### src/verilog/rxo_params.svh
// Purpose: constants of the receiver control words and timing
// Assumes: 200 MHz system clock
// Notes: included by the package and by the design modules
`ifndef RXO_PARAMS_SVH
`define RXO_PARAMS_SVH

// command headers (upper byte)
`define RXO_HDR_CLK 8'hC2
`define RXO_HDR_OFS 8'hC6
`define RXO_HDR_FLT 8'hC4

// power-on values of the words
`define RXO_POR_CLK 16'hC213
`define RXO_POR_OFS 16'hC687
`define RXO_POR_FLT 16'hC462

// field positions
`define RXO_CLK_DIV_LSB 5
`define RXO_CLK_LF_BIT 4
`define RXO_OFS_ADD_BIT 0
`define RXO_OFS_OE_BIT 1
`define RXO_OFS_FINE_BIT 2
`define RXO_OFS_STB_BIT 3
`define RXO_OFS_LIM_LSB 4
`define RXO_OFS_MODE_LSB 6

// supply threshold: base and step in millivolts
`define RXO_THR_BASE_MV 12'h7D0
`define RXO_THR_STEP_MV 12'h064

// timing
`define RXO_CLK_MHZ 200
`define RXO_MEAS_NS 10000
`define RXO_MEAS_CYC ((`RXO_MEAS_NS * `RXO_CLK_MHZ) / 1000)
`define RXO_FINE_MUL 4
`define RXO_LF_KHZ 32
`define RXO_LF_HALF_CYC ((`RXO_CLK_MHZ * 1000) / (2 * `RXO_LF_KHZ))

// offset register width
`define RXO_OFS_W 8

// digital filter integrator and hysteresis levels
`define RXO_FLT_HI 4'hC
`define RXO_FLT_LO 4'h3

`endif

### src/verilog/rxo_pkg.sv
// Purpose: types of the receiver control block
// Assumes: rxo_params.svh holds the numbers
// Notes: command words travel as packed structs
`include "rxo_params.svh"

package rxo_pkg;

    typedef struct packed {
        logic [7:0] hdr;
        logic [2:0] clk_out_div_sel;
        logic lf_clk_en;
        logic [3:0] supply_thresh_code;
    } rxo_clk_cmd_t;

    typedef struct packed {
        logic [7:0] hdr;
        logic [1:0] auto_mode_sel;
        logic [1:0] offset_range_limit;
        logic offset_strobe;
        logic fine_measure_en;
        logic out_reg_en;
        logic synth_add_en;
    } rxo_ofs_cmd_t;

    typedef struct packed {
        logic [7:0] hdr;
        logic recovery_auto_lock;
        logic recovery_fast_sel;
        logic auto_sleep_dis;
        logic filter_type_sel;
        logic [3:0] unused;
    } rxo_flt_cmd_t;

    typedef enum logic [1:0] {
        RXO_MODE_MANUAL = 2'b00,
        RXO_MODE_ONCE = 2'b01,
        RXO_MODE_DROP = 2'b10,
        RXO_MODE_KEEP = 2'b11
    } rxo_mode_t;

endpackage : rxo_pkg

### src/verilog/rxo_clk_out.sv
// Purpose: divided clock output and low frequency sleep clock
// Assumes: 200 MHz system clock
// Notes: output stops low when neither clock applies
`timescale 1ns/10ps
`default_nettype none
`include "rxo_params.svh"

module rxo_clk_out (
    input wire logic clk_in,
    input wire logic rst_b_in,
    input wire logic [2:0] div_sel_in,
    input wire logic lf_en_in,
    input wire logic xtal_on_in,
    input wire logic sleep_in,
    input wire logic disable_in,
    output logic clk_out
);
    logic [11:0] cnt_r;
    logic [11:0] half_nxt;
    logic run_fast;
    logic run_slow;

    // half periods in system cycles for 1 .. 10 MHz
    always_comb
    begin
        case (div_sel_in)
            3'h0: half_nxt = 12'h064;
            3'h1: half_nxt = 12'h050;
            3'h2: half_nxt = 12'h03C;
            3'h3: half_nxt = 12'h032;
            3'h4: half_nxt = 12'h028;
            3'h5: half_nxt = 12'h01E;
            3'h6: half_nxt = 12'h014;
            default: half_nxt = 12'h00A;
        endcase
        if (sleep_in)
            half_nxt = 12'((`RXO_LF_HALF_CYC));
    end

    assign run_fast = xtal_on_in & ~sleep_in & ~disable_in;
    assign run_slow = sleep_in & lf_en_in;

    always_ff @(posedge clk_in)
    begin
        if (!rst_b_in)
        begin
            cnt_r <= 12'h000;
            clk_out <= 1'b0;
        end
        else if (!(run_fast | run_slow))
        begin
            cnt_r <= 12'h000;
            clk_out <= 1'b0;
        end
        else if (cnt_r >= half_nxt - 12'h001)
        begin
            cnt_r <= 12'h000;
            clk_out <= ~clk_out;
        end
        else
            cnt_r <= cnt_r + 12'h001;
    end
endmodule : rxo_clk_out

`default_nettype wire

### src/verilog/rxo_ctrl_top.sv
// Purpose: clock output, supply threshold, offset correction and data filter words
// Assumes: serial control pins sampled synchronous to CLK_SYS_IN
// Notes: words apply when the select line rises after exactly 16 bits
`timescale 1ns/10ps
`default_nettype none
`include "rxo_params.svh"

module rxo_ctrl_top #(
    parameter int OW = `RXO_OFS_W,
    parameter int MEAS_CYC = `RXO_MEAS_CYC
) (
    // clock and reset
    input wire logic CLK_SYS_IN,
    input wire logic RST_B_IN,
    // serial control interface
    input wire logic SCK_IN,
    input wire logic SDI_IN,
    input wire logic SEL_B_IN,
    output logic SDO_OUT,
    // receiver state
    input wire logic XTAL_ON_IN,
    input wire logic SLEEP_IN,
    input wire logic CLK_OUT_DISABLE_IN,
    input wire logic [1:0] VALID_IND_SRC_SEL_IN,
    input wire logic SIGNAL_LEVEL_FLAG_IN,
    input wire logic DATA_QUALITY_FLAG_IN,
    input wire logic RECOVERY_LOCK_IN,
    input wire logic FIFO_IRQ_IN,
    input wire logic signed [OW-1:0] FREQ_ERR_IN,
    // data path
    input wire logic DEMOD_IN,
    input wire logic ANALOG_FILT_IN,
    input wire logic [6:0] BIT_RATE_DIV_IN,
    // clock and supply outputs
    output logic CLK_OUT_OUT,
    output logic [11:0] SUPPLY_THRESH_MV_OUT,
    // offset correction outputs
    output logic VALID_DATA_IND_OUT,
    output logic signed [OW-1:0] FREQ_OFFSET_OUT,
    output logic signed [OW-1:0] SYNTH_OFFSET_OUT,
    output logic FINE_MEASURE_OUT,
    output logic MEASURE_TOGGLE_OUT,
    // filter and recovery outputs
    output logic RECOVERY_FAST_OUT,
    output logic STANDBY_REQ_OUT,
    output logic FILTER_ANALOG_OUT,
    output logic FILT_DATA_OUT
);
    import rxo_pkg::*;

    localparam int CW = $clog2(MEAS_CYC * `RXO_FINE_MUL + 1);

    rxo_clk_cmd_t clk_cmd_r;
    rxo_ofs_cmd_t ofs_cmd_r;
    rxo_flt_cmd_t flt_cmd_r;
    rxo_mode_t mode;

    logic [15:0] shift_r;
    logic [4:0] bits_r;
    logic sck_prev_r;
    logic sel_b_prev_r;
    logic read_cmd_r;
    logic sck_rise;
    logic word_done;

    logic [CW-1:0] meas_cnt_r;
    logic [CW-1:0] meas_len;
    logic meas_end;
    logic valid_data_ind;
    logic vdi_prev_r;
    logic vdi_whole_r;
    logic signed [OW-1:0] latest_r;
    logic signed [OW-1:0] prev_meas_r;
    logic have_prev_r;
    logic signed [OW-1:0] offset_r;
    logic signed [OW-1:0] clamped;
    logic strobe_prev_r;
    logic once_done_r;
    logic auto_ok;

    logic [6:0] tick_cnt_r;
    logic [3:0] acc_r;
    logic dig_out_r;

    // serial word capture
    assign sck_rise = SCK_IN & ~sck_prev_r;
    assign word_done = ~sel_b_prev_r & SEL_B_IN & (bits_r == 5'h10);

    always_ff @(posedge CLK_SYS_IN)
    begin
        if (!RST_B_IN)
        begin
            sck_prev_r <= 1'b0;
            sel_b_prev_r <= 1'b1;
            shift_r <= 16'h0000;
            bits_r <= 5'h00;
        end
        else
        begin
            sck_prev_r <= SCK_IN;
            sel_b_prev_r <= SEL_B_IN;
            if (SEL_B_IN)
                bits_r <= 5'h00;
            else if (sck_rise)
            begin
                shift_r <= {shift_r[14:0], SDI_IN};
                if (bits_r != 5'h1F)
                    bits_r <= bits_r + 5'h01;
            end
        end
    end

    // status read: a leading zero bit selects the read command
    always_ff @(posedge CLK_SYS_IN)
    begin
        if (!RST_B_IN)
        begin
            read_cmd_r <= 1'b0;
            SDO_OUT <= 1'b0;
        end
        else
        begin
            if (SEL_B_IN)
                read_cmd_r <= 1'b0;
            else if (sck_rise && bits_r == 5'h00)
                read_cmd_r <= ~SDI_IN;
            SDO_OUT <= read_cmd_r & ~SEL_B_IN & MEASURE_TOGGLE_OUT;
        end
    end

    // command word registers
    always_ff @(posedge CLK_SYS_IN)
    begin
        if (!RST_B_IN)
        begin
            clk_cmd_r <= `RXO_POR_CLK;
            ofs_cmd_r <= `RXO_POR_OFS;
            flt_cmd_r <= `RXO_POR_FLT;
        end
        else if (word_done)
        begin
            if (shift_r[15:8] == `RXO_HDR_CLK)
                clk_cmd_r <= shift_r;
            if (shift_r[15:8] == `RXO_HDR_OFS)
                ofs_cmd_r <= shift_r;
            if (shift_r[15:8] == `RXO_HDR_FLT)
                flt_cmd_r <= shift_r;
        end
    end

    // clock output
    rxo_clk_out u_clk_out (
        .clk_in(CLK_SYS_IN),
        .rst_b_in(RST_B_IN),
        .div_sel_in(clk_cmd_r.clk_out_div_sel),
        .lf_en_in(clk_cmd_r.lf_clk_en),
        .xtal_on_in(XTAL_ON_IN),
        .sleep_in(SLEEP_IN),
        .disable_in(CLK_OUT_DISABLE_IN),
        .clk_out(CLK_OUT_OUT)
    );

    // supply threshold in millivolts
    always_ff @(posedge CLK_SYS_IN)
    begin
        if (!RST_B_IN)
            SUPPLY_THRESH_MV_OUT <= `RXO_THR_BASE_MV;
        else
            SUPPLY_THRESH_MV_OUT <= `RXO_THR_BASE_MV
                + 12'(clk_cmd_r.supply_thresh_code * `RXO_THR_STEP_MV);
    end

    // valid-data source
    always_comb
    begin
        case (VALID_IND_SRC_SEL_IN)
            2'h0: valid_data_ind = SIGNAL_LEVEL_FLAG_IN;
            2'h1: valid_data_ind = DATA_QUALITY_FLAG_IN;
            2'h2: valid_data_ind = RECOVERY_LOCK_IN;
            default: valid_data_ind = 1'b1;
        endcase
    end

    // measurement cycle timer
    assign meas_len = ofs_cmd_r.fine_measure_en
        ? CW'(MEAS_CYC * `RXO_FINE_MUL) : CW'(MEAS_CYC);
    assign meas_end = (meas_cnt_r >= meas_len - CW'(1));
    assign mode = rxo_mode_t'(ofs_cmd_r.auto_mode_sel);

    always_ff @(posedge CLK_SYS_IN)
    begin
        if (!RST_B_IN)
        begin
            meas_cnt_r <= '0;
            latest_r <= '0;
            MEASURE_TOGGLE_OUT <= 1'b0;
        end
        else if (meas_end)
        begin
            meas_cnt_r <= '0;
            latest_r <= FREQ_ERR_IN;
            MEASURE_TOGGLE_OUT <= ~MEASURE_TOGGLE_OUT;
        end
        else
            meas_cnt_r <= meas_cnt_r + CW'(1);
    end

    // valid-data held over the whole cycle, and previous result
    always_ff @(posedge CLK_SYS_IN)
    begin
        if (!RST_B_IN)
        begin
            vdi_whole_r <= 1'b1;
            vdi_prev_r <= 1'b0;
            prev_meas_r <= '0;
            have_prev_r <= 1'b0;
        end
        else
        begin
            vdi_prev_r <= valid_data_ind;
            if (meas_end)
            begin
                vdi_whole_r <= 1'b1;
                prev_meas_r <= FREQ_ERR_IN;
                have_prev_r <= vdi_whole_r & valid_data_ind;
            end
            else if (!valid_data_ind)
                vdi_whole_r <= 1'b0;
        end
    end

    assign auto_ok = meas_end & vdi_whole_r & valid_data_ind & have_prev_r
        & (FREQ_ERR_IN == prev_meas_r);

    // range limit
    function automatic logic signed [OW-1:0] lim_fn(
        input logic signed [OW-1:0] v,
        input logic [1:0] code
    );
        logic signed [OW-1:0] m;
        m = (code == 2'h1) ? OW'(4) : (code == 2'h2) ? OW'(2) : OW'(1);
        if (code == 2'h0)
            lim_fn = v;
        else if (v > m)
            lim_fn = m;
        else if (v < -m)
            lim_fn = -m;
        else
            lim_fn = v;
    endfunction : lim_fn

    assign clamped = lim_fn(latest_r, ofs_cmd_r.offset_range_limit);

    // offset output register
    always_ff @(posedge CLK_SYS_IN)
    begin
        if (!RST_B_IN)
        begin
            offset_r <= '0;
            strobe_prev_r <= 1'b0;
            once_done_r <= 1'b0;
        end
        else
        begin
            strobe_prev_r <= ofs_cmd_r.offset_strobe;
            case (mode)
                RXO_MODE_MANUAL:
                    if (ofs_cmd_r.offset_strobe && !strobe_prev_r)
                        offset_r <= clamped;
                RXO_MODE_ONCE:
                    if (auto_ok && !once_done_r)
                    begin
                        offset_r <= lim_fn(FREQ_ERR_IN, ofs_cmd_r.offset_range_limit);
                        once_done_r <= 1'b1;
                    end
                RXO_MODE_DROP:
                    if (vdi_prev_r && !valid_data_ind)
                        offset_r <= '0;
                    else if (auto_ok)
                        offset_r <= lim_fn(FREQ_ERR_IN, ofs_cmd_r.offset_range_limit);
                RXO_MODE_KEEP:
                    if (auto_ok)
                        offset_r <= lim_fn(FREQ_ERR_IN, ofs_cmd_r.offset_range_limit);
                default:
                    offset_r <= offset_r;
            endcase
        end
    end

    // offset outputs
    always_ff @(posedge CLK_SYS_IN)
    begin
        if (!RST_B_IN)
        begin
            FREQ_OFFSET_OUT <= '0;
            SYNTH_OFFSET_OUT <= '0;
            FINE_MEASURE_OUT <= 1'b0;
            VALID_DATA_IND_OUT <= 1'b0;
        end
        else
        begin
            FREQ_OFFSET_OUT <= ofs_cmd_r.out_reg_en ? offset_r : '0;
            SYNTH_OFFSET_OUT <= (ofs_cmd_r.out_reg_en && ofs_cmd_r.synth_add_en)
                ? offset_r : '0;
            FINE_MEASURE_OUT <= ofs_cmd_r.fine_measure_en;
            VALID_DATA_IND_OUT <= valid_data_ind;
        end
    end

    // recovery speed, auto-sleep and filter select
    always_ff @(posedge CLK_SYS_IN)
    begin
        if (!RST_B_IN)
        begin
            RECOVERY_FAST_OUT <= 1'b0;
            STANDBY_REQ_OUT <= 1'b0;
            FILTER_ANALOG_OUT <= 1'b0;
        end
        else
        begin
            if (flt_cmd_r.recovery_auto_lock)
                RECOVERY_FAST_OUT <= ~RECOVERY_LOCK_IN;
            else
                RECOVERY_FAST_OUT <= flt_cmd_r.recovery_fast_sel;
            STANDBY_REQ_OUT <= FIFO_IRQ_IN & ~flt_cmd_r.auto_sleep_dis;
            FILTER_ANALOG_OUT <= flt_cmd_r.filter_type_sel;
        end
    end

    // digital filter: integrator stepped at a bit-rate derived tick
    always_ff @(posedge CLK_SYS_IN)
    begin
        if (!RST_B_IN)
        begin
            tick_cnt_r <= 7'h00;
            acc_r <= 4'h0;
            dig_out_r <= 1'b0;
        end
        else if (tick_cnt_r >= BIT_RATE_DIV_IN)
        begin
            tick_cnt_r <= 7'h00;
            if (DEMOD_IN && acc_r != 4'hF)
                acc_r <= acc_r + 4'h1;
            else if (!DEMOD_IN && acc_r != 4'h0)
                acc_r <= acc_r - 4'h1;
            if (acc_r >= `RXO_FLT_HI)
                dig_out_r <= 1'b1;
            else if (acc_r <= `RXO_FLT_LO)
                dig_out_r <= 1'b0;
        end
        else
            tick_cnt_r <= tick_cnt_r + 7'h01;
    end

    always_ff @(posedge CLK_SYS_IN)
    begin
        if (!RST_B_IN)
            FILT_DATA_OUT <= 1'b0;
        else
            FILT_DATA_OUT <= flt_cmd_r.filter_type_sel ? ANALOG_FILT_IN : dig_out_r;
    end
endmodule : rxo_ctrl_top

`default_nettype wire

### config.mk
export PLATFORM = sky130hd
export DESIGN_NAME = rxo_ctrl_top
export DESIGN_NICKNAME = d
export VERILOG_FILES = /design/src/verilog/rxo_pkg.sv /design/src/verilog/rxo_clk_out.sv /design/src/verilog/rxo_ctrl_top.sv
export VERILOG_INCLUDE_DIRS = /design/src /design/src/verilog
export SDC_FILE = /design/constraint.sdc
export NUM_CORES = 1
export LEC_CHECK = 0
export BUFFER_PORTS_ARGS = -buffer_cell sky130_fd_sc_hd__buf_2
export CAP_MARGIN = 25
export CORE_MARGIN = 4
export CORE_UTILIZATION = 54
export CTS_CLUSTER_SIZE = 8
export DETAILED_ROUTE_END_ITERATION = 6
export GPL_TIMING_DRIVEN = 1
export PLACE_DENSITY = 0.74
export SYNTH_ARGS = -nofsm -noshare
export SYNTH_HDL_FRONTEND = slang
export SYNTH_HIERARCHICAL = 1
export SYNTH_SLANG_ARGS = --single-unit
### constraint.sdc
create_clock -name CLK_SYS_IN -period 3 [get_ports CLK_SYS_IN]
set_input_delay 0.45 -clock CLK_SYS_IN [delete_from_list [all_inputs] [get_ports CLK_SYS_IN]]
set_output_delay 0.45 -clock CLK_SYS_IN [all_outputs]
set_load 0.03 [all_outputs]
**Yosys cells after proc, flatten, opt, wreduce, memory -nomap -nowiden**

Index checks and enable logic that the tools add are counted.

- Add/subtract/negate cells: 10
- $mul: 1
- Magnitude comparators: 9
- Equality and inequality tests: 22
- Mux-type cells: 23
- Bitwise logic cells: 27
- Reductions and logical operators: 35

Operators by type and width:

| operator | number |
|---|---|
| 8-bit two-way mux | 10 |
| 7-bit case mux with 7 select lines | 1 |
| 8-bit case mux with 4 select lines | 1 |
| 8-bit equality test (second input constant) | 3 |
| 2-bit AND reduction | 12 |
| 8-bit less-than comparator | 2 |
| 1-bit AND | 14 |
| 13-bit by 1-bit adder with 13-bit output (second input constant) | 1 |
| 13-bit >= comparator | 1 |
| 13-bit two-way mux | 1 |
| 13-bit by 1-bit subtractor with 13-bit output (second input constant) | 1 |
| 11-bit by 11-bit adder with 12-bit output (first input constant) | 1 |
| 12-bit by 1-bit adder with 12-bit output (second input constant) | 1 |
| 12-bit >= comparator | 1 |
| 12-bit two-way mux | 1 |
| 1-bit inverter | 12 |
| 12-bit by 1-bit subtractor with 12-bit output (second input constant) | 1 |
| 3-bit equality test (second input constant) | 3 |
| 4-bit by 5-bit multiplier with 9-bit output (second input constant) | 1 |
| 2-bit equality test (second input constant) | 4 |
| 8-bit equality test | 1 |
| 8-bit by 4-bit greater-than comparator with 1-bit output | 1 |
| 8-bit greater-than comparator | 1 |
| 4-bit two-way mux | 2 |
| other kinds (29) | 50 |

- Flip-flop bits (word level): 138
- Input bits: 31
- Output and inout bits: 37

**Logic depth before layout (Yosys ltp)**

- Depth in word-level cells: 11
- Depth in mapped cells: 11

**Modules after synthesis**

The synthesis kept the hierarchy.

By module, submodules not included:

| module | times used | cells each | area an instance (um^2) |
|---|---|---|---|
| rxo_ctrl_top | 1 | 674 | 6067.1 |
| rxo_clk_out | 1 | 101 | 870.8 |

**Worst setup path after synthesis**

No wires, ideal clock.

- Path kind: register -> register
- From: reg ofs_cmd_r[5] (netlist bit)
- To: reg offset_r[2]
- Library setup time: 0.138 ns
- Arrival time: 2.487 ns
- Required time: 2.862 ns
- Path slack: 0.376 ns
- Cell stages (with the launch flop): 12
- Buffers on the path: 0
- Period minus slack after synthesis: 2.624 ns
- Cell sequence: dfxtp_1 > inv_1 > ha_1 > inv_1 > ha_1 > nand2b_1 > a31o_2 > a21oi_1 > o2111a_1 > mux2_2 > a221oi_1 > a22oi_1

- Word-level cells in the longest chain between the ends: 11
- Elaborated cells between the ends (all ways): 21
- Those cells by class: 1 x add/sub; 4 x order compare; 2 x eq/ne; 13 x mux; 1 x reduce/logical

RTL lines:

| what | RTL line | source |
|---|---|---|
| start, declared | rxo_ctrl_top.sv:54 | `rxo_ofs_cmd_t ofs_cmd_r;` |
| start signal, assigned | rxo_ctrl_top.sv:137 | `` ofs_cmd_r <= `RXO_POR_OFS; `` |
| start signal, assigned | rxo_ctrl_top.sv:145 | `ofs_cmd_r <= shift_r;` |
| 2-bit equality test | rxo_ctrl_top.sv:241 | `m = (code == 2'h1) ? OW'(4) : (code == 2'h2) ? OW'(2) : OW'(1);` |
| 2-bit two-way mux | rxo_ctrl_top.sv:241 |  |
| 3-bit two-way mux | rxo_ctrl_top.sv:241 |  |
| 3-bit negation with 8-bit output | rxo_ctrl_top.sv:246, rxo_ctrl_top.sv:247 |  |
| 8-bit less-than comparator | rxo_ctrl_top.sv:246 | `else if (v < -m)` |
| 8-bit two-way mux | rxo_ctrl_top.sv:246 |  |
| 8-bit two-way mux | rxo_ctrl_top.sv:244 | `else if (v > m)` |
| 8-bit two-way mux | rxo_ctrl_top.sv:242 | `if (code == 2'h0)` |
| 8-bit two-way mux | rxo_ctrl_top.sv:282 | `if (auto_ok)` |
| 8-bit two-way mux | rxo_ctrl_top.sv:277 | `if (vdi_prev_r && !valid_data_ind)` |
| 8-bit case mux with 4 select lines * | rxo_ctrl_top.sv:266 | `case (mode)` |
| end signal, assigned | rxo_ctrl_top.sv:269 | `offset_r <= clamped;` |
| end signal, assigned | rxo_ctrl_top.sv:280 | `offset_r <= lim_fn(FREQ_ERR_IN, ofs_cmd_r.offset_range_limit);` |
| end signal, assigned | rxo_ctrl_top.sv:283 | `offset_r <= lim_fn(FREQ_ERR_IN, ofs_cmd_r.offset_range_limit);` |
| end, declared | rxo_ctrl_top.sv:75 | `logic signed [OW-1:0] offset_r;` |

Every way passes the cells marked *; elsewhere a longest branch is shown, timed or not. The select of a mux whose other input is x is not followed.
A chain may end at the register's enable or synchronous reset.

**Worst setup path after layout**

- From: reg ofs_cmd_r[4] (netlist bit)
- To: reg offset_r[4]

Same word-level chain as after synthesis.

==> results_dict.tcl <==
set metrics [dict create \
    drt_pre_antenna_iters 5 \
    grt_use_total_pct 21.5 \
    ys_types 68 \
    crit_family "compound AO/OA/AOI/OAI gates" \
    synth_top_area_share_pct 39.2 \
    worstSetupStartpointType "register" \
    maxCapViolCount 0 \
    ff2ff_path_depth 11 \
    synth_area_um2 6940 \
    initial_utilization_pct 55.0 \
    outcome "finished clean" \
    clk_pin_slew_worst_paths_ps 60 \
    die_w_um 121 \
    max_freq_mhz 357 \
    root_buffer "clkbuf_16" \
    fin_area_um2 8120 \
    ys_seq_area_share_pct 39.2 \
    synth.area.top_cells "dfxtp_1 (39%), ha_1 (12%), nor2_1 (5.1%)" \
    hold_violations 0 \
    setup.worst_path.start "ofs_cmd_r[4]" \
    fillers 1113 \
    diodes 0 \
    leakage_nw 3.61 \
    ir_drop_v 0.000329 \
    rsz0062_at_grt "false" \
    grt-ovfl-total 0 \
    async_reset_ff_share_pct 0 \
    io_buffers 65 \
    ys_top_cells_by_count "dfxtp_1 (136), nor2_1 (94), nand2_1 (80)" \
    tritoncts "built" \
    synth-main-ff-cell "dfxtp_1" \
    synth.largest_area_cell "dfxtp_1" \
    dp_hpwl_um 11200 \
    cts_buffer_depth 2 \
    min_path_type "input port to register" \
    fin_worst_skew_ps 5.40 \
    crit_chain "inv_1, ha_1, inv_1, ha_1, nand3b_1, a31o_2, a211o_1, o2111a_2, a21o_1, a32o_1, a211o_1" \
    grt_pass1_wl_um 25400 \
    final_nets 951 \
    cp_num_cells 11 \
    drt_iter0_markers 285 \
    ios 68 \
    worst_pin_slew_ps 752 \
    power-per-cell-area_nw_per_um2 526 \
    vias 5648 \
    core_area_um2 12600 \
    holdPathStages 2 \
    post-synth-top-count-cell "dfxtp_1" \
    netlist_instances 775 \
    grt_antenna_before_repair 0 \
    setup_viol 0 \
    synth-edff-count 0 \
    maxSlewViolCount 0 \
    avgSynthCellArea_um2 8.95 \
    cts.sinks 136 \
    dieArea_um2 14700 \
    grt_pass1_vias 5468 \
    area_delta_synth_final_pct 17.0 \
    wl_per_cell_um 14.7 \
    holdCritStartpoint "SCK_IN" \
    gp_congestion 0.969 \
    fin_setup_tns_ps 0 \
    critPathCaptureType "register" \
    num_rows 41 \
    path_buf_inv 2 \
    htree_levels 4 \
    grt_max_degree 28 \
    crit_type "register to register" \
    critical-path-slowest-cell "dfxtp_1" \
    cp_max_fo 5 \
    relSlewSlack_pct 49.5 \
    clk_latency_ps 420 \
    synth_warnings 6 \
    min_period_ps 2800 \
    timing.final.crit_share_pct 93.3 \
    drc 0 \
    r2r-start "ofs_cmd_r[4]" \
    vias_per_cell 5.45 \
    die_y_um 121 \
    drive_above_1_share_pct 14.9 \
    cpPeakStageDelay_ps 400 \
    dpl-instance-area_um2 7460 \
    ant_nets 0 \
    ys_seq_elements 136 \
    wirelength_um 15300 \
    cts_buffers 17 \
    cp.required_ps 3310 \
    cp_data_arrival_time_ps 3110 \
]
## through the flow
stage / std cells / utilization [%] / power, mW / hold slack [ps] / setup slack, ps
2_1_floorplan: 784 / - / 2.04 / 389 / 376
3_3_place_gp: 1003 / 59.1 / 2.11 / 425 / 171
3_5_place_dp: 1003 / 59.1 / 2.12 / 433 / 32.8
4_1_cts: 1035 / 64.0 / 4.30 / 240 / 41.8
5_1_grt: 1037 / 64.3 / 4.42 / 246 / 16.2
6_report: 1037 / 64.3 / 4.27 / 253 / 200
## path summary, 6_finish.rpt
check / end / slack [ps]
setup / recovery: offset_r[4] / 200
hold / removal: sck_prev_r / 250
setup reg to reg: offset_r[4] / 200
hold reg to reg: STANDBY_REQ_OUT / 440
## layer usage
layer | track usage, % | part of all wire, %
met1 | 26.9 | 45
met2 | 36.1 | 49
met3 | 5.50 | 4.8
met4 | 7.00 | 1.4
met5 | 0 | 0
## layout make-up
class | count | area, um^2 | share of cell area [%]
multi-input cells | 584 | 4010 | 49.4
flip-flops and latches | 136 | 2720 | 33.5
clock buffers | 22 | 484 | 5.97
repair buffers | 75 | 400 | 4.93
well taps | 172 | 215 | 2.65
inverters | 38 | 143 | 1.76
clock inverters | 10 | 140 | 1.73
## placed cells by master (no fill, tap or decap), types with 12 or more instances in the layout
cell,n
dfxtp_1,136
a21oi_1,42
xnor2_1,27
xor2_1,24
nand3_1,28
and3_1,28
clkbuf_16,17
mux2i_1,33
nand2b_1,12
o21ai_0,14
ha_1,65
nand2_1,80
inv_1,38
buf_2,65
nor2_1,94
## power breakdown
| group | switching, mW | internal (mW) | total [mW] |
|---|---|---|---|
| registers | 0.0150 | 1.83 | 1.84 |
| logic | 0.151 | 0.0878 | 0.238 |
| clock network | 0.792 | 1.40 | 2.19 |
| total | 0.957 | 3.31 | 4.27 |
## state kept, by name, summed over array words and instances (netlist names), 2 cells and up
register / cells
shift_r: 16
meas_cnt_r: 13
u_clk_out/cnt_r: 12
SUPPLY_THRESH_MV_OUT: 10
FREQ_OFFSET_OUT: 8
SYNTH_OFFSET_OUT: 8
clk_cmd_r: 8
offset_r: 8
prev_meas_r: 8
tick_cnt_r: 7
ofs_cmd_r: 6
bits_r: 5
acc_r: 4
flt_cmd_r: 4
mode: 2
## cells by family after synthesis
kind of cell,count (synthesis),share of synthesized area [%]
and+or+nand+nor,295,20.1
DFF,136,39.2
AOI/OAI and AO/OA,124,12.8
adders and majority gates,68,12.5
buffers and inverters,64,3.73
xor gates and xnor gates,51,6.44
muxes,35,5.14
other,2,0.108
## what timing repair did
| action | CTS | global route |
|---|---|---|
| setup buffers | 0 | 1 |
| setup endpoints to repair | 1 | 2 |
| hold buffers | 0 | 0 |
| pin swaps | 0 | 1 |
| resized for setup | 1 | 5 |
(Power assumes the default switching activity.)
